`src/mii_rx_pkg.sv`:
```
// constants, field layouts and carrier types for the second mii receive channel
// assumes a single system clock; no other package is needed
`default_nettype none

package mii_rx_pkg;

  // register offsets on the configuration port
  localparam logic [7:0]  RX_CFG2_OFFSET   = 8'h04;
  localparam logic [7:0]  TX_CFG1_OFFSET   = 8'h10;

  // reset values
  localparam logic [31:0] RX_CFG2_RESET    = 32'h0000_0008;
  localparam logic [31:0] TX_CFG1_RESET    = 32'h0002_0010;

  // receive configuration field positions
  localparam int          RXF_ENABLE       = 0;
  localparam int          RXF_STRIP        = 2;
  localparam int          RXF_PORT         = 3;
  localparam int          RXF_BUF          = 4;
  localparam int          RXF_SWAP         = 5;
  localparam int          RXF_FWD          = 6;
  localparam logic [31:0] RX_CFG_WMASK     = 32'h0000_007d;

  // transmit configuration field positions
  localparam int          TXF_ENABLE       = 0;
  localparam int          TXF_AUTOPRE      = 1;
  localparam int          TXF_ENMODE       = 2;
  localparam int          TXF_SWAP         = 3;
  localparam int          TXF_PORT         = 8;
  localparam int          TXF_AUTOSEQ      = 9;
  localparam int          TXF_START_LSB    = 16;
  localparam int          TXF_START_MSB    = 25;
  localparam int          TXF_CLKDLY_LSB   = 28;
  localparam int          TXF_CLKDLY_MSB   = 30;
  localparam logic [31:0] TX_CFG_WMASK     = 32'h73ff_030f;
  localparam logic [31:0] TX_CFG_RO_ONES   = 32'h0000_0010;

  // start frame delimiter nibble as it arrives on the wire
  localparam logic [3:0]  SFD_NIBBLE       = 4'hd;

  // buffer defaults
  localparam int          BUF_DEPTH_DEF    = 64;

  // frame tracking states
  typedef enum logic [1:0] {
    ST_IDLE     = 2'b00,
    ST_PREAMBLE = 2'b01,
    ST_DATA     = 2'b10
  } frame_state_type;

  // one mii receive port as it arrives on pins
  typedef struct packed {
    logic       rx_clk;
    logic       rx_dv;
    logic [3:0] rxd;
  } mii_pins_type;

  // word handed to the core input register and the receive buffer
  typedef struct packed {
    logic [15:0] data;
    logic        two_bytes;
  } rx_word_type;

  // preamble nibble handed to the transmit level-1 fifo
  typedef struct packed {
    logic [3:0] nibble;
    logic       sfd;
  } fwd_nibble_type;

  // transmit configuration fields for the transmit side
  typedef struct packed {
    logic [2:0] clk_delay;
    logic [9:0] start_delay;
    logic       auto_sequence;
    logic       transmit_port_select;
    logic       byte_swap;
    logic       en_mode;
    logic       auto_preamble;
    logic       enable;
  } tx_cfg_type;

endpackage : mii_rx_pkg

`default_nettype wire

```
`src/pin_sync.sv`:
```
// three-stage pin synchroniser with agreement filter
// assumes inputs are asynchronous to clk; output follows once stages two and three agree
`default_nettype none

module pin_sync #(
  parameter int WIDTH = 6
) (
  // clock and reset
  input  wire logic             clk,
  input  wire logic             srst,
  // asynchronous pins
  input  wire logic [WIDTH-1:0] async_in,
  // filtered level
  output var  logic [WIDTH-1:0] stable_out
);

  initial begin
    if (WIDTH < 1) begin
      $error("pin_sync: WIDTH must be at least 1");
    end
  end

  // one chain per bit; stage one feeds only stage two
  for (genvar i = 0; i < WIDTH; i++) begin : g_bit
    logic s1_r;
    logic s2_r;
    logic s3_r;
    logic out_r;

    always_ff @(posedge clk) begin
      if (srst) begin
        s1_r  <= 1'b0;
        s2_r  <= 1'b0;
        s3_r  <= 1'b0;
        out_r <= 1'b0;
      end else begin
        s1_r <= async_in[i];
        s2_r <= s1_r;
        s3_r <= s2_r;
        // a change counts only once two samples agree
        if (s2_r == s3_r) begin
          out_r <= s3_r;
        end
      end
    end

    assign stable_out[i] = out_r;
  end

endmodule : pin_sync

`default_nettype wire

```
`src/mii_receive_port_config.sv`:
```
// second mii receive channel: configuration registers, port select, preamble handling,
// nibble-to-word assembly, level-2 receive buffer and preamble forwarding
// assumes mii pins are asynchronous and the phy nibble clock is well below clk/6
// How it works
// - with preamble forwarding on, every preamble nibble up to and including the sfd goes to the transmit fifo.
// - forwarding accepts an odd nibble count before the sfd, and the first delivered byte is the destination address.
// - without swap byte1 sits in [15:8] and byte0 in [7:0], swap exchanges them, nibble0 comes first.
// - the buffer enable feeds the buffer with receive words, and when clear the buffer is scratch store.
// - port select picks mii port 0 or 1 and resets to port 1.
// - with stripping and forwarding both clear every nibble but a lone trailing one, preamble included, reaches the core register.
// - with stripping set preamble and sfd are dropped so the destination address comes first.
// - the enable bit blocks or passes traffic from the selected port.
// - the receive configuration sits at 4h, resets to 8h, and reserved bits read zero.
// - the transmit configuration sits at 10h, resets to 00020010h with its documented field layout.
`default_nettype none

module mii_receive_port_config
  import mii_rx_pkg::*;
#(
  parameter int BUF_DEPTH = BUF_DEPTH_DEF,
  parameter int BUF_AW    = $clog2(BUF_DEPTH)
) (
  // clock and reset
  input  wire logic              clk,
  input  wire logic              srst,
  // configuration register port
  input  wire logic [7:0]        reg_addr,
  input  wire logic              reg_wr,
  input  wire logic [31:0]       reg_wdata,
  output var  logic [31:0]       reg_rdata,
  // mii receive pins
  input  wire mii_pins_type      mii_port0,
  input  wire mii_pins_type      mii_port1,
  // core input register feed
  output var  rx_word_type       core_input_register,
  output var  logic              core_word_valid,
  output var  logic              frame_end,
  output var  logic              frame_active,
  // transmit level-1 fifo feed
  output var  fwd_nibble_type    transmit_level1_fifo,
  output var  logic              fwd_valid,
  // receive level-2 buffer scratch port
  input  wire logic [BUF_AW-1:0] buf_addr,
  input  wire logic              buf_wr,
  input  wire logic [15:0]       buf_wdata,
  output var  logic [15:0]       buf_rdata,
  output var  logic [BUF_AW:0]   buf_fill,
  // transmit configuration fields
  output var  tx_cfg_type        transmit_config
);

  initial begin
    if (BUF_DEPTH < 2 || BUF_DEPTH != (1 << BUF_AW)) begin
      $error("mii_receive_port_config: BUF_DEPTH must be a power of two of at least 2");
    end
  end

  logic [31:0]     receive_config_second_r;
  logic [31:0]     transmit_config_first_r;
  logic [31:0]     reg_rdata_r;
  mii_pins_type    port0_s;
  mii_pins_type    port1_s;
  mii_pins_type    sel_s;
  logic            rx_clk_d_r;
  logic            nib_stb;
  logic            rx_enable;
  logic            preamble_strip;
  logic            preamble_forward_en;
  logic            receive_buffer_en;
  logic            byte_swap;
  logic            receive_port_select;
  frame_state_type state_r;
  frame_state_type state_nxt;
  logic            data_nib;
  logic            fwd_nib;
  logic            end_stb;
  logic [1:0]      nib_cnt_r;
  logic [15:0]     acc_r;
  rx_word_type     word_r;
  logic            word_valid_r;
  logic            frame_end_r;
  fwd_nibble_type  fwd_r;
  logic            fwd_valid_r;
  logic [15:0]     buf_mem [BUF_DEPTH];
  logic [BUF_AW:0] wr_ptr_r;
  logic [15:0]     buf_rdata_r;

  // config fields
  assign rx_enable           = receive_config_second_r[RXF_ENABLE];
  assign preamble_strip      = receive_config_second_r[RXF_STRIP];
  assign receive_port_select = receive_config_second_r[RXF_PORT];
  assign receive_buffer_en   = receive_config_second_r[RXF_BUF];
  assign byte_swap           = receive_config_second_r[RXF_SWAP];
  assign preamble_forward_en = receive_config_second_r[RXF_FWD];

  // register writes; only writable bits store, reserved bits stay at their fixed values
  always_ff @(posedge clk) begin
    if (srst) begin
      receive_config_second_r <= RX_CFG2_RESET;
      transmit_config_first_r <= TX_CFG1_RESET;
    end else if (reg_wr) begin
      if (reg_addr == RX_CFG2_OFFSET) begin
        receive_config_second_r <= reg_wdata & RX_CFG_WMASK;
      end else if (reg_addr == TX_CFG1_OFFSET) begin
        transmit_config_first_r <= (reg_wdata & TX_CFG_WMASK) | TX_CFG_RO_ONES;
      end
    end
  end

  // register reads, one cycle after the address; unmapped offsets read zero
  always_ff @(posedge clk) begin
    if (srst) begin
      reg_rdata_r <= 32'h0000_0000;
    end else if (reg_addr == RX_CFG2_OFFSET) begin
      reg_rdata_r <= receive_config_second_r;
    end else if (reg_addr == TX_CFG1_OFFSET) begin
      reg_rdata_r <= transmit_config_first_r;
    end else begin
      reg_rdata_r <= 32'h0000_0000;
    end
  end
  assign reg_rdata = reg_rdata_r;

  // transmit fields handed on; transmit behaviour lives elsewhere
  assign transmit_config.clk_delay            = transmit_config_first_r[TXF_CLKDLY_MSB:TXF_CLKDLY_LSB];
  assign transmit_config.start_delay          = transmit_config_first_r[TXF_START_MSB:TXF_START_LSB];
  assign transmit_config.auto_sequence        = transmit_config_first_r[TXF_AUTOSEQ];
  assign transmit_config.transmit_port_select = transmit_config_first_r[TXF_PORT];
  assign transmit_config.byte_swap            = transmit_config_first_r[TXF_SWAP];
  assign transmit_config.en_mode              = transmit_config_first_r[TXF_ENMODE];
  assign transmit_config.auto_preamble        = transmit_config_first_r[TXF_AUTOPRE];
  assign transmit_config.enable               = transmit_config_first_r[TXF_ENABLE];

  // pin synchronisers, one per port
  pin_sync #(
    .WIDTH      ($bits(mii_pins_type))
  ) u_sync0 (
    .clk        (clk),
    .srst       (srst),
    .async_in   (mii_port0),
    .stable_out (port0_s)
  );

  pin_sync #(
    .WIDTH      ($bits(mii_pins_type))
  ) u_sync1 (
    .clk        (clk),
    .srst       (srst),
    .async_in   (mii_port1),
    .stable_out (port1_s)
  );

  // port select and rising edge of the selected nibble clock
  assign sel_s = receive_port_select ? port1_s : port0_s;
  always_ff @(posedge clk) begin
    if (srst) begin
      rx_clk_d_r <= 1'b0;
    end else begin
      rx_clk_d_r <= sel_s.rx_clk;
    end
  end
  // disabled port produces no nibbles at all
  assign nib_stb = sel_s.rx_clk & ~rx_clk_d_r & rx_enable;

  // nibble classification; a preamble is only hunted when stripping or forwarding
  always_comb begin
    state_nxt = state_r;
    data_nib  = 1'b0;
    fwd_nib   = 1'b0;
    end_stb   = 1'b0;
    if (!rx_enable) begin
      end_stb   = (state_r != ST_IDLE);
      state_nxt = ST_IDLE;
    end else if (nib_stb) begin
      case (state_r)
        ST_IDLE: begin
          if (sel_s.rx_dv) begin
            if (preamble_strip || preamble_forward_en) begin
              fwd_nib   = preamble_forward_en;
              state_nxt = (sel_s.rxd == SFD_NIBBLE) ? ST_DATA : ST_PREAMBLE;
            end else begin
              data_nib  = 1'b1;
              state_nxt = ST_DATA;
            end
          end
        end
        ST_PREAMBLE: begin
          if (!sel_s.rx_dv) begin
            end_stb   = 1'b1;
            state_nxt = ST_IDLE;
          end else begin
            fwd_nib = preamble_forward_en;
            // any nibble count up to the sfd is accepted
            if (sel_s.rxd == SFD_NIBBLE) begin
              state_nxt = ST_DATA;
            end
          end
        end
        ST_DATA: begin
          if (!sel_s.rx_dv) begin
            end_stb   = 1'b1;
            state_nxt = ST_IDLE;
          end else begin
            data_nib = 1'b1;
          end
        end
        default: begin
          state_nxt = ST_IDLE;
        end
      endcase
    end
  end

  // frame state
  always_ff @(posedge clk) begin
    if (srst) begin
      state_r <= ST_IDLE;
    end else begin
      state_r <= state_nxt;
    end
  end
  assign frame_active = (state_r != ST_IDLE);

  // nibble accumulation; nibble0 lands in the lowest bits
  always_ff @(posedge clk) begin
    if (srst) begin
      nib_cnt_r <= 2'd0;
      acc_r     <= 16'h0000;
    end else if (end_stb || state_r == ST_IDLE && !data_nib) begin
      nib_cnt_r <= 2'd0;
    end else if (data_nib) begin
      acc_r[4*nib_cnt_r +: 4] <= sel_s.rxd;
      nib_cnt_r               <= nib_cnt_r + 2'd1;
    end
  end

  // word output; a trailing single byte is flushed at frame end, a lone nibble is dropped
  always_ff @(posedge clk) begin
    if (srst) begin
      word_r       <= '0;
      word_valid_r <= 1'b0;
      frame_end_r  <= 1'b0;
    end else begin
      word_valid_r <= 1'b0;
      frame_end_r  <= end_stb;
      if (data_nib && nib_cnt_r == 2'd3) begin
        word_r.two_bytes <= 1'b1;
        // swap is meant to be static while traffic flows
        word_r.data      <= byte_swap ? {acc_r[7:0], sel_s.rxd, acc_r[11:8]}
                                      : {sel_s.rxd, acc_r[11:0]};
        word_valid_r     <= 1'b1;
      end else if (end_stb && nib_cnt_r[1]) begin
        word_r.two_bytes <= 1'b0;
        word_r.data      <= byte_swap ? {acc_r[7:0], 8'h00} : {8'h00, acc_r[7:0]};
        word_valid_r     <= 1'b1;
      end
    end
  end
  assign core_input_register = word_r;
  assign core_word_valid     = word_valid_r;
  assign frame_end           = frame_end_r;

  // preamble forwarding; the transmit side is trusted to drain before the next frame
  always_ff @(posedge clk) begin
    if (srst) begin
      fwd_r       <= '0;
      fwd_valid_r <= 1'b0;
    end else begin
      fwd_valid_r <= fwd_nib;
      if (fwd_nib) begin
        fwd_r.nibble <= sel_s.rxd;
        fwd_r.sfd    <= (sel_s.rxd == SFD_NIBBLE);
      end
    end
  end
  assign transmit_level1_fifo = fwd_r;
  assign fwd_valid            = fwd_valid_r;

  // buffer write pointer; restarts with each frame, stops when full to protect older words
  always_ff @(posedge clk) begin
    if (srst) begin
      wr_ptr_r <= '0;
    end else if (state_r == ST_IDLE && state_nxt != ST_IDLE && receive_buffer_en) begin
      wr_ptr_r <= '0;
    end else if (word_valid_r && receive_buffer_en && !wr_ptr_r[BUF_AW]) begin
      wr_ptr_r <= wr_ptr_r + 1'b1;
    end
  end
  assign buf_fill = wr_ptr_r;

  // buffer storage: receive words when enabled, scratch writes only when disabled
  always_ff @(posedge clk) begin
    if (receive_buffer_en) begin
      if (word_valid_r && !wr_ptr_r[BUF_AW]) begin
        buf_mem[wr_ptr_r[BUF_AW-1:0]] <= word_r.data;
      end
    end else if (buf_wr) begin
      buf_mem[buf_addr] <= buf_wdata;
    end
  end

  // buffer read, one cycle latency
  always_ff @(posedge clk) begin
    if (srst) begin
      buf_rdata_r <= 16'h0000;
    end else begin
      buf_rdata_r <= buf_mem[buf_addr];
    end
  end
  assign buf_rdata = buf_rdata_r;

  // checks on the data path and registers
  reset_value_a: assert property (@(posedge clk) srst |=> receive_config_second_r == 32'h0000_0008)
    else $error("receive config reset value wrong");
  reserved_zero_a: assert property (@(posedge clk) disable iff (srst) (receive_config_second_r & 32'hffff_ff82) == 32'h0)
    else $error("receive config reserved bits not zero");
  tx_layout_a: assert property (@(posedge clk) disable iff (srst)
      reg_wr && reg_addr == TX_CFG1_OFFSET |=> transmit_config.start_delay == $past(reg_wdata[25:16])
      && transmit_config_first_r[4] && !transmit_config_first_r[31])
    else $error("transmit config layout wrong");
  port_select_a: assert property (@(posedge clk) disable iff (srst)
      sel_s.rx_dv == (receive_port_select ? port1_s.rx_dv : port0_s.rx_dv))
    else $error("wrong receive port selected");
  gate_off_a: assert property (@(posedge clk) disable iff (srst)
      !rx_enable |=> !fwd_valid_r && !(word_valid_r && word_r.two_bytes))
    else $error("traffic passed while disabled");
  no_strip_pass_a: assert property (@(posedge clk) disable iff (srst)
      state_r == ST_IDLE && nib_stb && sel_s.rx_dv && !preamble_strip && !preamble_forward_en
      |=> state_r == ST_DATA && nib_cnt_r == 2'd1)
    else $error("first nibble not passed through");
  strip_drop_a: assert property (@(posedge clk) disable iff (srst)
      state_r == ST_PREAMBLE && $past(state_r) == ST_PREAMBLE |-> nib_cnt_r == 2'd0)
    else $error("preamble nibble reached the word");
  sfd_to_data_a: assert property (@(posedge clk) disable iff (srst)
      state_r == ST_PREAMBLE && nib_stb && sel_s.rx_dv && sel_s.rxd == SFD_NIBBLE
      |=> state_r == ST_DATA && nib_cnt_r == 2'd0)
    else $error("sfd did not open the data phase");
  fwd_nibble_a: assert property (@(posedge clk) disable iff (srst)
      fwd_nib |=> fwd_valid_r && fwd_r.nibble == $past(sel_s.rxd))
    else $error("preamble nibble not forwarded");
  swap_order_a: assert property (@(posedge clk) disable iff (srst)
      data_nib && nib_cnt_r == 2'd3 && !byte_swap |=> word_valid_r && word_r.data[3:0] == $past(acc_r[3:0]))
    else $error("byte order wrong without swap");
  buf_gate_a: assert property (@(posedge clk) disable iff (srst)
      !receive_buffer_en && !$past(receive_buffer_en) |-> $stable(wr_ptr_r))
    else $error("buffer fed while disabled");

endmodule : mii_receive_port_config

`default_nettype wire

```
`config.mk`:
```
export PLATFORM = sky130hd
export DESIGN_NAME = mii_receive_port_config
export DESIGN_NICKNAME = d
export VERILOG_FILES = /design/src/mii_rx_pkg.sv /design/src/pin_sync.sv /design/src/mii_receive_port_config.sv
export SDC_FILE = /design/constraint.sdc
export NUM_CORES = 1
export LEC_CHECK = 0
export BUFFER_PORTS_ARGS = -buffer_cell sky130_fd_sc_hd__buf_2
export CORE_AREA = 2 2 278 280
export CTS_CLUSTER_DIAMETER = 150
export DETAILED_ROUTE_END_ITERATION = 16
export DIE_AREA = 0 0 280 282
export GPL_TIMING_DRIVEN = 0
export PLACE_DENSITY = 0.74
export SKIP_CTS_REPAIR_TIMING = 1
export SYNTH_ARGS = -nofsm -noshare
export SYNTH_HDL_FRONTEND = slang
export SYNTH_SLANG_ARGS = --single-unit
```
`constraint.sdc`:
```
create_clock -name clk -period 3.5 [get_ports clk]
set_input_delay 0.175 -clock clk [delete_from_list [all_inputs] [get_ports clk]]
set_output_delay 0.175 -clock clk [all_outputs]
set_load 0.005 [all_outputs]
```
==> flow_summary.json <==
{
  "status": "finished, violations left",
  "violations": "setup timing",
  "synth_cell_type_count": 61,
  "rr_worst_depth": 8,
  "detail_route.wl_per_cell_um": 30.4,
  "r2r_start": "receive_config_second_r[4]$_SDFFE_PP0P_",
  "wl_met3_mm": 12.3,
  "worst_pin_slew_ns": 1.30,
  "syn_area_um2": 45200,
  "slowest_stage": "nor2_2",
  "path_depth": 10,
  "routabilityCongestion": 0.975,
  "io_buffer_count": 155,
  "leakagePower_nw": 18.0,
  "min_path_cells": 4,
  "r2r-end": "buf_mem[13][10]$_DFFE_PP_",
  "num_vias": 24800,
  "finalCriticalPeriod_ns": 3.59,
  "detailed_place_hpwl_mm": 78.6,
  "crit_path_start_kind": "input pin",
  "post-route-period-util_pct": 103,
  "end_kind": "flip-flop",
  "cts_buffer_depth": 3,
  "hold_violations": 0,
  "slew-limit-headroom_pct": 12.4,
  "drc": 0,
  "grt_max_degree": 63,
  "synth_top_area_cell": "edfxtp_1",
  "synth_top_flop_cell": "edfxtp_1",
  "die_y_um": 282,
  "cts_sinks": 1184,
  "drive_gt1_share_pct": 29.0,
  "worstSetupStartpoint": "buf_addr[1]",
  "htreeDepth": 3,
  "die_area_um2": 79000,
  "yosysTopAreaCellShare_pct": 68.0,
  "fillers": 4630,
  "cp_max_fo": 10,
  "crit_type": "in2reg",
  "timing.fmax_ghz": 0.279,
  "top_layer_used": "met4",
  "hold_slack_ns": 0.00781,
  "wl_met1_mm": 42.7,
  "critical_path.most_common_cell": "buf_2",
  "power_mw": 29.1,
  "cp_num_buf_inv": 6,
  "hold_end": "transmit_config_first_r[17]$_SDFFE_PP1P_",
  "cp.required_ns": 3.87,
  "grt_pass1_vias": 24800,
  "reg2reg_slack_ns": 0.05,
  "synth.yosys.seq_area_share_pct": 75.1,
  "die_w_um": 280,
  "track_usage_pct": 29.8,
  "nNetsFinal": 2836,
  "cts-root-buf": "clkbuf_16",
  "synth.most_common_cell": "edfxtp_1",
  "crit_family": "buffers and inverters",
  "synthArstFlopShare_pct": 0,
  "grt_setup_unrepaired": "yes",
  "synth_area_leaders": "edfxtp_1 68%, mux4_2 13%, dfxtp_1 7.1%",
  "finalMaxSlewViolations": 0,
  "placementRows": 101,
  "syn_area_per_cell_um2": 19.1,
  "cts_inserted_buffers": 112,
  "drt_wl_total_mm": 116,
  "worstHoldPathType": "in2reg",
  "seqCellArea_um2": 34000,
  "grt_overflow": 0,
  "worstHoldStart": "reg_wr",
  "arrival_ns": 3.96,
  "ant_nets": 0,
  "first_pass_iters": 8,
  "synth_edf_count": 1024,
  "multi_input_area_um2": 10900,
  "start_util_pct": 59.7,
  "drt_iter0_drc": 3533,
  "cts_tree": "built",
  "fin_skew_ns": 0.0237,
  "path_cells": "buf_2 > buf_4 > buf_2 > buf_2 > buf_2 > nand2_1 > o21ai_0 > nand2_1 > nor2_2 > buf_8",
  "setup_ws_ns": -0.0903,
  "setup_viol": 20,
  "syn_inst": 2363,
  "clkLatencyLatePin_ns": 0.68,
  "slowest_delay_ns": 0.63,
  "synth-warning-count": 0,
  "cap_violations": 0,
  "peakVddDrop_uv": 408,
  "syn_to_final_growth_pct": 16.8,
  "via_per_inst": 6.50,
  "synth_commonest_cells": "1024 x edfxtp_1, 257 x mux4_2, 178 x nor2_1, 160 x dfxtp_1, 123 x mux2i_1",
  "tns_ns": -1.04,
  "core_area_um2": 75700,
  "ys_ff_latch": 1184,
  "path_clk_slew_ns": 0.06,
  "antenna_found_initial": 1,
  "grt_pass1_wl_mm": 167,
  "ioPinCount": 178,
  "p_per_area_nw_per_um2": 551,
  "place_ws_ns": -0.731,
  "wl_met2_mm": 55.6
}
-- layout by cell type (no fill, tap or decap), types with 19 or more instances in the layout --
cell type | synthesis | routed
buf_2 | 56 | 211
edfxtp_1 | 1024 | 1024
dfxtp_1 | 160 | 160
buf_8 | 1 | 46
clkbuf_1 | 44 | 67
a21oi_1 | 59 | 59
dlygate4sd3_1 | 0 | 38
o21ai_0 | 65 | 65
nor2b_1 | 42 | 42
clkbuf_16 | 0 | 119
nor2_2 | 0 | 52
mux2i_1 | 123 | 123
a221oi_1 | 27 | 27
and2_1 | 19 | 19
mux4_2 | 257 | 257
clkinv_2 | 0 | 21
nand2_1 | 109 | 92
nor2_1 | 178 | 114
nor3_1 | 26 | 26
-- power by group --
part           internal (mW)  switching (mW)
combinational          0.549           0.977
sequential              15.4          0.0222
clock                   7.00            5.12
-- final cells by class --
| cell class | instances | share of cell area [%] |
|---|---|---|
| repair buffers | 263 | 4.39 |
| inverters | 9 | 0.0640 |
| diodes | 1 | 0.00474 |
| clock buffers | 157 | 6.17 |
| flip-flops and latches | 1184 | 64.3 |
| well taps | 978 | 2.32 |
| clock inverters | 52 | 0.867 |
| multi-input cells | 1049 | 20.7 |
| plain buffers | 129 | 1.19 |
-- routing by layer --
metal  GRT usage, %  vias up
li1               -    10200
met1           40.3    12700
met2           47.6     1546
met3           6.67      310
met4           12.5        0
met5              0        -
-- worst max-delay path by stage --
stage	to
finish	buf_mem[6][12]$_DFFE_PP_
floorplan	buf_mem[10][0]$_DFFE_PP_
detailed placement	buf_mem[54][6]$_DFFE_PP_
global placement	buf_mem[6][12]$_DFFE_PP_
CTS	buf_mem[54][5]$_DFFE_PP_
global route	buf_mem[6][12]$_DFFE_PP_
-- cell families after synthesis --
logic type | Yosys count | synth area share [%]
compound gates | 226 | 3.31
xor+xnor | 5 | 0.0969
fa+ha+maj | 10 | 0.277
buf+inv | 139 | 1.47
flops | 1184 | 75.1
mux | 381 | 15.5
other cells | 1 | 0.00829
simple gates | 417 | 4.20
-- tightest hold or removal path, cell delays in order --
cell      delay, ns
buf_2          0.10
nand4b_1       0.14
nor2_1         0.13
a211o_1        0.10
-- state kept, by name (all words and copies together) (netlist names), 7 cells and up --
register and flops:
buf_mem 1024, reg_rdata 22, transmit_config_first_r 19, core_input_register 17, buf_rdata 16, acc_r 12, buf_fill 7
-- per-stage QoR --
step / instances / utilization, % / instance area, um^2
final: 3822 / 69.8 / 52800
after global routing: 3821 / 69.8 / 52800
after CTS: 3784 / 69.1 / 52300
after detailed placement: 3575 / 64.2 / 48600
after global placement: 3505 / 62.4 / 47300
after floorplan: 2372 / - / 45300
Power figures use the tool's default switching activity.
